--- config.mk ---
export PLATFORM = sky130hd
export DESIGN_NAME = timing_status_regs
export DESIGN_NICKNAME = d
export VERILOG_FILES = /design/src/core/timing_status_pkg.sv /design/src/core/timing_status_regs.sv /design/src/core/tag_time_store.sv
export VERILOG_INCLUDE_DIRS = /design/src /design/src/core
export SDC_FILE = /design/constraint.sdc
export NUM_CORES = 1
export LEC_CHECK = 0
export CELL_PAD_IN_SITES_DETAIL_PLACEMENT = 1
export CELL_PAD_IN_SITES_GLOBAL_PLACEMENT = 2
export CORE_MARGIN = 2
export CORE_UTILIZATION = 44
export CTS_CLUSTER_DIAMETER = 60
export DETAILED_ROUTE_END_ITERATION = 16
export DONT_BUFFER_PORTS = 1
export HOLD_SLACK_MARGIN = 0.15
export PLACE_DENSITY_LB_ADDON = 0.08
export SETUP_SLACK_MARGIN = 0.3
export SLEW_MARGIN = 20
export SYNTH_ARGS = -nofsm -noshare
export SYNTH_HDL_FRONTEND = slang
export SYNTH_SLANG_ARGS = --single-unit
--- constraint.sdc ---
create_clock -name i_core_clk -period 10.85 [get_ports i_core_clk]
set_input_delay 1.085 -clock i_core_clk [delete_from_list [all_inputs] [get_ports i_core_clk]]
set_output_delay 1.085 -clock i_core_clk [all_outputs]
set_load 0.005 [all_outputs]
--- src/core/timing_status_params.svh ---
// Register offsets, field positions, reset values and timing counts of the status bank.
`ifndef TIMING_STATUS_PARAMS_SVH
`define TIMING_STATUS_PARAMS_SVH
`define OFS_STATUS 8'h00
`define OFS_CLK_HIGH 8'h04
`define OFS_CLK_LOW 8'h08
`define OFS_CLK_DATE 8'h0c
`define OFS_TAG_STATUS 8'h10
`define OFS_TAG_HIGH 8'h14
`define OFS_TAG_LOW 8'h18
`define OFS_TAG_DATE 8'h1c
`define OFS_CMD0 8'h20
`define OFS_CMD3 8'h2c
`define OFS_RESP0 8'h30
`define OFS_RESP3 8'h3c
`define OFS_IRQ_ENABLE 8'h00
`define OFS_MATCH_CLEAR 8'h04
`define OFS_PULSE_FLAG_CLEAR 8'h08
`define OFS_OVERFLOW_CLEAR 8'h0c
`define OFS_SIM_TAG 8'h10
`define OFS_SYNC_CHANGE_CLEAR 8'h14
`define BIT_ACQ 0
`define BIT_SYNC 1
`define BIT_MATCH 2
`define BIT_PULSE 3
`define BIT_TAG 4
`define BIT_CMD_DONE 6
`define BIT_SYNC_CHANGE 7
`define BIT_EN_MATCH 8
`define BIT_EN_PULSE 9
`define BIT_EN_TAG 10
`define BIT_EN_CMD_DONE 12
`define BIT_EN_SYNC_CHANGE 13
`define BIT_TAG_INPUT_EN 14
`define BIT_SRC_LO 16
`define BIT_ANTENNA 20
`define BIT_CNT_LO 24
`define BIT_IRQ_TP 28
`define BIT_OVERFLOW 29
`define IRQ_EN_MASK 32'h0000_7700
`define COUNT_MAX 4'hf
`define STATUS_RESET 32'h0000_0040
`define ANTENNA_HOLD_MS 3000
`define CLK_MHZ 200
`define ANTENNA_HOLD_CYCLES (`ANTENNA_HOLD_MS * 1000 * `CLK_MHZ)
`endif

--- src/core/timing_status_pkg.sv ---
// Types shared by the status bank.
package timing_status_pkg;
  typedef enum logic [2:0] {
    SRC_SEARCH = 3'h0,
    SRC_IRIG_A = 3'h1,
    SRC_IRIG_B = 3'h2,
    SRC_NASA36 = 3'h3,
    SRC_SATELLITE = 3'h4
  } time_source_t;
  typedef struct packed {
    logic [31:0] high;
    logic [31:0] low;
    logic [31:0] date;
  } time_words_t;
  typedef struct packed {
    logic code_present;
    logic receiver_present;
    logic tracking;
    logic lamp_test;
    logic blink_yellow;
    logic [2:0] source;
  } engine_state_t;
  typedef struct packed {
    logic match_start;
    logic pulse;
    logic tag_edge;
    logic cmd_busy;
    logic messages_ok;
  } engine_events_t;
endpackage

--- src/core/timing_status_regs.sv ---
// Status, interrupt and time-tag register bank of the timecode board.
`timescale 1ns/10ps
`include "timing_status_params.svh"
module timing_status_regs
  import timing_status_pkg::*;
#(
  parameter int unsigned ANTENNA_HOLD = `ANTENNA_HOLD_CYCLES,
  parameter bit TIMECODE_ONLY = 1'b0
) (
  // Clock, reset and enable
  input wire logic i_core_clk,
  input wire logic i_rst,
  input wire logic i_ce,
  // Host register port
  input wire logic [7:0] i_addr,
  input wire logic i_wr,
  input wire logic i_rd,
  input wire logic [31:0] i_wdata,
  output logic [31:0] o_rdata,
  output logic o_rvalid,
  // Timing engine
  input wire time_words_t i_clock_now,
  input wire engine_state_t i_state,
  input wire engine_events_t i_events,
  input wire logic [31:0] i_resp_word,
  // Time-tag pin, command start and interrupt
  input wire logic i_tag_pin,
  output logic o_cmd_start,
  output logic o_tag_input_en,
  output logic o_irq
);
  logic tag_s1_q, tag_s2_q, tag_s3_q;
  logic tag_s1_d, tag_s2_d, tag_s3_d;
  logic [31:0] status_q, status_d;
  time_words_t clk_snap_q, clk_snap_d;
  logic [3:0] tag_cnt_q, tag_cnt_d;
  logic tag_held_q, tag_held_d;
  logic sync_prev_q, sync_prev_d;
  logic [31:0] ant_cnt_q, ant_cnt_d;
  logic [31:0] rdata_q, rdata_d;
  logic rvalid_q, rvalid_d;
  logic irq_q, irq_d;
  logic start_q, start_d;
  logic cmd_run_q, cmd_run_d;
  logic tag_addr_q, tag_addr_d;
  logic [31:0] tag_rd;
  logic tag_wr;
  logic [1:0] tag_sel;

  function automatic logic hit(input logic strobe, input logic [7:0] a, input logic [7:0] ofs);
    return strobe && (a == ofs);
  endfunction

  function automatic logic [31:0] flag_next(input logic [31:0] cur, input int b,
                                            input logic set, input logic clr);
    logic [31:0] r;
    r = cur;
    r[b] = set | (cur[b] & ~clr);
    return r;
  endfunction

  tag_time_store u_store (
    .i_core_clk(i_core_clk),
    .i_rst(i_rst),
    .i_ce(i_ce),
    .i_wr(tag_wr),
    .i_words(i_clock_now),
    .i_rd_sel(tag_sel),
    .o_rd_data(tag_rd)
  );

  always_comb begin
    logic tag_event;
    logic sync_now;
    logic acq_now;
    logic tag_read;
    logic any_irq;
    tag_event = 1'b0;
    sync_now = 1'b0;
    acq_now = 1'b0;
    tag_read = 1'b0;
    any_irq = 1'b0;
    tag_s1_d = i_tag_pin;
    tag_s2_d = tag_s1_q;
    tag_s3_d = tag_s2_q;
    status_d = status_q;
    clk_snap_d = clk_snap_q;
    tag_cnt_d = tag_cnt_q;
    tag_held_d = tag_held_q;
    ant_cnt_d = ant_cnt_q;
    cmd_run_d = cmd_run_q;
    rdata_d = 32'h0;
    rvalid_d = i_rd;
    start_d = hit(i_wr, i_addr, `OFS_CMD3);
    tag_event = tag_s2_q & ~tag_s3_q & status_q[`BIT_TAG_INPUT_EN];
    tag_read = i_rd && (i_addr >= `OFS_TAG_HIGH) && (i_addr <= `OFS_TAG_DATE);
    tag_wr = tag_event & (~tag_held_q | tag_read);
    tag_addr_d = tag_read;
    sync_now = (i_state.code_present | i_state.receiver_present) & i_state.tracking
               & ~i_state.lamp_test;
    acq_now = (i_state.code_present | i_state.receiver_present) & ~i_state.tracking
              & ~i_state.lamp_test & ~i_state.blink_yellow;
    sync_prev_d = sync_now;
    status_d[`BIT_ACQ] = acq_now;
    status_d[`BIT_SYNC] = sync_now;
    status_d = flag_next(status_d, `BIT_MATCH, i_events.match_start,
                         hit(i_wr, i_addr, `OFS_MATCH_CLEAR));
    status_d = flag_next(status_d, `BIT_PULSE, i_events.pulse,
                         hit(i_wr, i_addr, `OFS_PULSE_FLAG_CLEAR));
    status_d = flag_next(status_d, `BIT_TAG, tag_wr,
                         hit(i_rd, i_addr, `OFS_TAG_DATE));
    // Command-done only returns after a started command has left the engine.
    if (hit(i_wr, i_addr, `OFS_CMD0)) begin
      status_d[`BIT_CMD_DONE] = 1'b0;
      cmd_run_d = 1'b0;
    end else if (cmd_run_q && !i_events.cmd_busy && !start_q) begin
      status_d[`BIT_CMD_DONE] = 1'b1;
      cmd_run_d = 1'b0;
    end
    if (start_q) begin
      cmd_run_d = 1'b1;
    end
    status_d = flag_next(status_d, `BIT_SYNC_CHANGE, sync_now ^ sync_prev_q,
                         hit(i_wr, i_addr, `OFS_SYNC_CHANGE_CLEAR));
    status_d = flag_next(status_d, `BIT_OVERFLOW,
                         hit(i_wr, i_addr, `OFS_CMD3)
                         & (i_events.cmd_busy | start_q | cmd_run_q),
                         hit(i_wr, i_addr, `OFS_OVERFLOW_CLEAR));
    if (hit(i_wr, i_addr, `OFS_IRQ_ENABLE)) begin
      status_d = (status_d & ~`IRQ_EN_MASK) | (i_wdata & `IRQ_EN_MASK);
    end
    status_d[`BIT_SRC_LO +: 3] = i_state.source;
    if (ant_cnt_q != 32'h0) begin
      ant_cnt_d = ant_cnt_q - 32'h1;
    end
    status_d[`BIT_ANTENNA] = i_events.messages_ok && (ant_cnt_q == 32'h0)
                             && !TIMECODE_ONLY;
    if (tag_read) begin
      tag_cnt_d = {3'h0, tag_event};
      tag_held_d = tag_event;
    end else if (tag_event) begin
      if (tag_cnt_q != `COUNT_MAX) begin
        tag_cnt_d = tag_cnt_q + 4'h1;
      end
      tag_held_d = 1'b1;
    end
    status_d[`BIT_CNT_LO +: 4] = tag_cnt_d;
    any_irq = (status_q[`BIT_MATCH] & status_q[`BIT_EN_MATCH])
            | (status_q[`BIT_PULSE] & status_q[`BIT_EN_PULSE])
            | (status_q[`BIT_TAG] & status_q[`BIT_EN_TAG])
            | (status_q[`BIT_CMD_DONE] & status_q[`BIT_EN_CMD_DONE])
            | (status_q[`BIT_SYNC_CHANGE] & status_q[`BIT_EN_SYNC_CHANGE]);
    irq_d = any_irq;
    status_d[`BIT_IRQ_TP] = any_irq;
    status_d[31:30] = 2'h0;
    status_d[19] = 1'b0;
    status_d[15] = 1'b0;
    status_d[11] = 1'b0;
    status_d[5] = 1'b0;
    if (hit(i_rd, i_addr, `OFS_STATUS)) begin
      clk_snap_d = i_clock_now;
    end
    if (i_rd) begin
      case (i_addr)
        `OFS_STATUS: rdata_d = status_q;
        `OFS_CLK_HIGH: rdata_d = clk_snap_q.high;
        `OFS_CLK_LOW: rdata_d = clk_snap_q.low;
        `OFS_CLK_DATE: rdata_d = clk_snap_q.date;
        `OFS_TAG_STATUS: rdata_d = {28'h0, tag_cnt_q};
        `OFS_RESP3: rdata_d = i_resp_word;
        default: rdata_d = 32'h0;
      endcase
    end
  end

  // Tag words are fetched from the store one cycle before the answer.
  always_comb begin
    case (i_addr)
      `OFS_TAG_HIGH: tag_sel = 2'd0;
      `OFS_TAG_LOW: tag_sel = 2'd1;
      `OFS_TAG_DATE: tag_sel = 2'd2;
      default: tag_sel = 2'd3;
    endcase
  end

  always_ff @(posedge i_core_clk or posedge i_rst) begin
    if (i_rst) begin
      tag_s1_q <= 1'b0;
      tag_s2_q <= 1'b0;
      tag_s3_q <= 1'b0;
      status_q <= `STATUS_RESET;
      clk_snap_q <= '0;
      tag_cnt_q <= 4'h0;
      tag_held_q <= 1'b0;
      sync_prev_q <= 1'b0;
      ant_cnt_q <= ANTENNA_HOLD;
      rdata_q <= 32'h0;
      rvalid_q <= 1'b0;
      irq_q <= 1'b0;
      start_q <= 1'b0;
      cmd_run_q <= 1'b0;
      tag_addr_q <= 1'b0;
    end else if (i_ce) begin
      tag_s1_q <= tag_s1_d;
      tag_s2_q <= tag_s2_d;
      tag_s3_q <= tag_s3_d;
      status_q <= status_d;
      clk_snap_q <= clk_snap_d;
      tag_cnt_q <= tag_cnt_d;
      tag_held_q <= tag_held_d;
      sync_prev_q <= sync_prev_d;
      ant_cnt_q <= ant_cnt_d;
      rdata_q <= rdata_d;
      rvalid_q <= rvalid_d;
      irq_q <= irq_d;
      start_q <= start_d;
      cmd_run_q <= cmd_run_d;
      tag_addr_q <= tag_addr_d;
    end
  end

  // Both sources are registers; tag words come from the store's read register.
  assign o_rdata = (rvalid_q && tag_addr_q) ? tag_rd : rdata_q;
  assign o_rvalid = rvalid_q;
  assign o_irq = irq_q;
  assign o_cmd_start = start_q;
  assign o_tag_input_en = status_q[`BIT_TAG_INPUT_EN];
endmodule

--- src/core/tag_time_store.sv ---
// Holds the latched time-tag words; read data comes out of a register.
`timescale 1ns/10ps
module tag_time_store
  import timing_status_pkg::*;
(
  // Clock and reset
  input wire logic i_core_clk,
  input wire logic i_rst,
  input wire logic i_ce,
  // Write side
  input wire logic i_wr,
  input wire time_words_t i_words,
  // Read side
  input wire logic [1:0] i_rd_sel,
  output logic [31:0] o_rd_data
);
  logic [31:0] mem_q [3];
  logic [31:0] rd_q;
  always_ff @(posedge i_core_clk or posedge i_rst) begin
    if (i_rst) begin
      mem_q[0] <= 32'h0;
      mem_q[1] <= 32'h0;
      mem_q[2] <= 32'h0;
      rd_q <= 32'h0;
    end else if (i_ce) begin
      if (i_wr) begin
        mem_q[0] <= i_words.high;
        mem_q[1] <= i_words.low;
        mem_q[2] <= i_words.date;
      end
      rd_q <= (i_rd_sel == 2'd3) ? 32'h0 : mem_q[i_rd_sel];
    end
  end
  assign o_rd_data = rd_q;
endmodule

Word-level counts from Yosys, hierarchy flattened
Index checks and enable logic that the tools add are counted.
- bits in registers: 328
- input bits: 187
- output and inout bits: 36
- logic and storage cells: 131
- add/subtract/negate cells: 2
- order comparisons: 3
- eq/ne operators: 12
- multiplexer cells: 19
- bitwise logic cells: 45
- reductions and logical operators: 28
- operator list (cell ; number):
    $pmux 32 s6 ; 1
    $mux 32 ; 5
    $bmux 32 s2 ; 1
    $eq 8x5->1 const B ; 4
    $logic_not 32->1 ; 1
    $reduce_bool 32->1 ; 1
    $sub 32x1->32 const B ; 1
    $mux 30 ; 1
    $or 30x15->30 ; 1
    $eq 8x6->1 const B ; 3
    $and 1x1->1 ; 19
    $eq 8x4->1 const B ; 2
    $logic_and 1x1->1 ; 15
    $or 1x1->1 ; 13
    $mux 4 ; 3
    $reduce_and 2->1 ; 6
    $not 1->1 ; 10
    $eq 8x3->1 const B ; 1
    $ge 8x5->1 const B ; 1
    $le 8x5->1 const B ; 1
    $logic_not 8->1 ; 1
    $mux 1 ; 7
    $pmux 2 s3 ; 1
    $add 4x1->4 const B ; 1
    other kinds (8) ; 9

Depth between registers and ports, before layout
- word-level depth: 8
- depth in mapped cells: 8
- mapped depth without buffers: 7

By module
Synthesis repeated with hierarchy kept, for this count alone.
- cells, all modules: 1122
- area, all modules: 14674.1 sq um
- modules (own cells, without submodules) (module ; times used ; cells an instance ; area each (sq um) ; seq. area each (sq um)):
    timing_status_regs ; 1 ; 736 ; 9047.4 ; 4793.3
    tag_time_store ; 1 ; 386 ; 5626.6 ; 3203.1

Least setup slack after synthesis
OpenSTA, ideal clock, no wires.
- kind: input-to-reg
- from: in i_addr[5]
- to: reg clk_snap_q[0] (netlist name)
- setup time: 125 ps
- arrival time: 2663 ps
- required time: 10725 ps
- path slack: 8062 ps
- stages: 6
- path buffers: 2
- path through: or4_4 -> nor3_4 -> nand4_2 -> buf_2 -> buf_6 -> mux2_4
- longest elaborated chain between the ends: 3
- ends and longest elaborated chain (element ; RTL line ; RTL):
    start, declared ; timing_status_regs.sv:15 ; input wire logic [7:0] i_addr,
    $logic_not 8->1 ; timing_status_regs.sv:51 ; return strobe && (a == ofs);
    $logic_and 1x1->1 ; timing_status_regs.sv:51 ;
    $reduce_and 2->1 (no source line) ; n/a ;
    end signal, assigned ; timing_status_regs.sv:208 ; clk_snap_q <= clk_snap_d;
    end, declared ; timing_status_regs.sv:35 ; time_words_t clk_snap_q, clk_snap_d;
No other way between the ends.
A chain may end at the register's enable or synchronous reset.

Final worst setup path
- from: in i_addr[5]
- to: reg clk_snap_q[29] (netlist name)
The elaborated chain is that of the path after synthesis.

==> qor.csv <==
metric,value,unit
finalHoldViolCount,0,
worstSetupStartpointType,input port,
drc,0,
ys_types,57,
fillers,3204,
finClkSkew,0.0176,ns
r2r_start,status_q[14],
period_share,33.4,%
cts.sinks,319,
drive_gt1_share,34.9,%
antenna_left,0,
grt_overflow,0,
grt_pass1_vias,9690,
outcome,"finished, final reports clean",
p_int,2.06,mW
synth-seq-cells,319,
cts_buffer_depth,3,
path_clk_slew,0.06,ns
die_y,184,um
grt_pass1_wl,60500,um
clkPwrFrac,43.4,%
synth_seq_area_share,55.8,%
synth_area_leaders,"dfrtp_1, mux2_2, mux2_4, o2bb2ai_1, a222oi_1",
die_area,34000,um^2
seq_power_share,49.5,%
fp-row-count,66,
yosys.area.top_type,dfrtp_1,
cts_buffers,38,
p_sw_share,24.6,%
min_path_type,flop to flop,
wl,40000,um
min_from,ant_cnt_q[30],
track_usage,23.7,%
drt-wirelength-per-cell,26.5,um
p_switching,0.675,mW
drv_cap,0,
area_delta_synth_final,11.0,%
path_class,input port to flop,
synth-edff-count,0,
p_comb_share,7.1,%
viasPerCell,5.96,
portBuffers,0,
post_cts_resized,0,
ir_drop,0.126,mV
synth_ff_type,dfrtp_1,
crit_start,i_addr[5],
period_needed,3.62,ns
setup_tns,0,ns
coreArea,32300,um^2
cts_htree_levels,2,
async_flop_share,100,%
fin_nets,1225,
rsz0062_at_grt,false,
initial_core_util,44.4,%
clkLatencyLatePin,0.53,ns
required,11.25,ns
final-max-slew-violation-count,0,
drt_iter0_markers,548,
cts_setup_buffers,0,
root_buffer,clkbuf_16,
ys_warn_count,0,
finalSetupViolCount,0,
worst_pin_slew,1.07,ns
cp_max_fo,56,
num_vias,8997,
syn_avg_cell_area,13.6,um^2
slew_headroom,28.4,%
synth_fp_nets,1242,
synth_cells,1053,
die_w,184,um
cts_hold_buf,0,
synth_area,14300,um^2
dp_hpwl,24900,um
cts_tree,yes,
p_leak,7.36,nW
ios,223,
dp.cells,1437,
netlist.area_leader.share,53.8,%
power.density,172,nW/um^2
place.gp.congestion,0.744,
layout_common_cells,"dfrtp_1, mux2_2, o21ai_0",
grt_max_degree,144,
first_pass_iters,5,
max_freq,276,MHz
cp-end-kind,flop,
cp.arrival,4.03,ns
layout_commonest_cell,dfrtp_1,
instances_no_fill,1510,
antenna_found_initial,5,
[per-layer routing]
layer  global-route usage (%)  share of wire, %  vias to the layer above
li1                         -                 -                     3970
met2                     38.5                47                      215
met4                     5.79               1.6                        2
met5                        0             0.040                        -
met1                     30.8                44                     4763
met3                     7.57               7.6                       47
[sequential cells by signal, summed over array words and instances (netlist names)]
signal,flops
rdata_q,32
tag_addr_q,1
o_cmd_start,1
cmd_run_q,1
tag_s3_q,1
clk_snap_q,96
tag_held_q,1
u_store.o_rd_data,32
tag_s1_q,1
tag_cnt_q,3
tag_s2_q,1
o_rvalid,1
status_q,20
u_store.mem_q,96
ant_cnt_q,32
[cell families (layout without fill, tap and decap cells)]
logic type / after synthesis / count (layout) / synth area share (%)
AOI/OAI and AO/OA: 222 / 222 / 11.7
adders and majority gates: 2 / 2 / 0.175
muxes: 267 / 267 / 22.0
xor gates and xnor gates: 33 / 33 / 2.02
other: 0 / 4 / 0
buffers and inverters: 84 / 95 / 2.69
and+or+nand+nor: 126 / 126 / 5.57
DFF: 319 / 319 / 55.8
[path summary, 6_finish.rpt]
kind	to	slack, ns	cells after the start
min in group asynchronous	u_store.mem_q[43]	0.55	1
worst min register to register	ant_cnt_q[30]	0.48	1
worst max-delay path	clk_snap_q[29]	7.23	5
max in group asynchronous	ant_cnt_q[8]	8.87	2
worst max register to register	u_store.mem_q[64]	8.33	5
worst min-delay path	ant_cnt_q[30]	0.48	1
[power groups by stage]
stage	clock (mW)	sequential [mW]	combinational, mW
floorplan	0	1.35	0.164
global placement	0	1.37	0.194
detailed placement	0	1.37	0.198
CTS	1.22	1.35	0.199
global route	1.26	1.37	0.219
finish	1.19	1.36	0.194
[area by class of cell]
class	count	area (um^2)	area share, %
sequential	319	8000	50.3
multi-input combinational	650	6010	37.8
clock buffer	59	1090	6.86
tap	442	553	3.48
timing repair buffer	18	151	0.952
clock inverter	9	56.3	0.354
inverter	9	41.3	0.260
antenna	4	10.0	0.0629
[cell usage after synthesis (20+ instances only)]
| cell | number |
|---|---|
| o22ai_1 | 32 |
| xor2_1 | 24 |
| o2bb2ai_1 | 36 |
| buf_2 | 20 |
| nand2_1 | 21 |
| a22oi_1 | 37 |
| mux2_2 | 227 |
| clkbuf_1 | 36 |
| o21ai_0 | 46 |
| a222oi_1 | 29 |
| mux2_4 | 40 |
| a22o_1 | 24 |
| dfrtp_1 | 308 |
[stage by stage]
| stage | setup WS (ns) | utilization (%) | instance area [um^2] | hold WS (ns) | total power [mW] |
|---|---|---|---|---|---|
| 2_1_floorplan | 0.955 | - | 14300 | 0.443 | 1.52 |
| 3_3_place_gp | 6.70 | 45.6 | 14700 | 0.460 | 1.57 |
| 3_5_place_dp | 6.68 | 45.6 | 14700 | 0.466 | 1.57 |
| 4_1_cts | 7.22 | 49.2 | 15900 | 0.477 | 2.78 |
| 5_1_grt | 7.12 | 49.3 | 15900 | 0.498 | 2.85 |
| 6_report | 7.23 | 49.3 | 15900 | 0.475 | 2.74 |
[worst max-delay path, stage by stage]
cell and delay (ns):
or4_4 0.58, nor3_4 0.27, nand4_4 0.84, buf_4 0.73, mux2_4 0.42
Power figures use the tool's default switching activity.
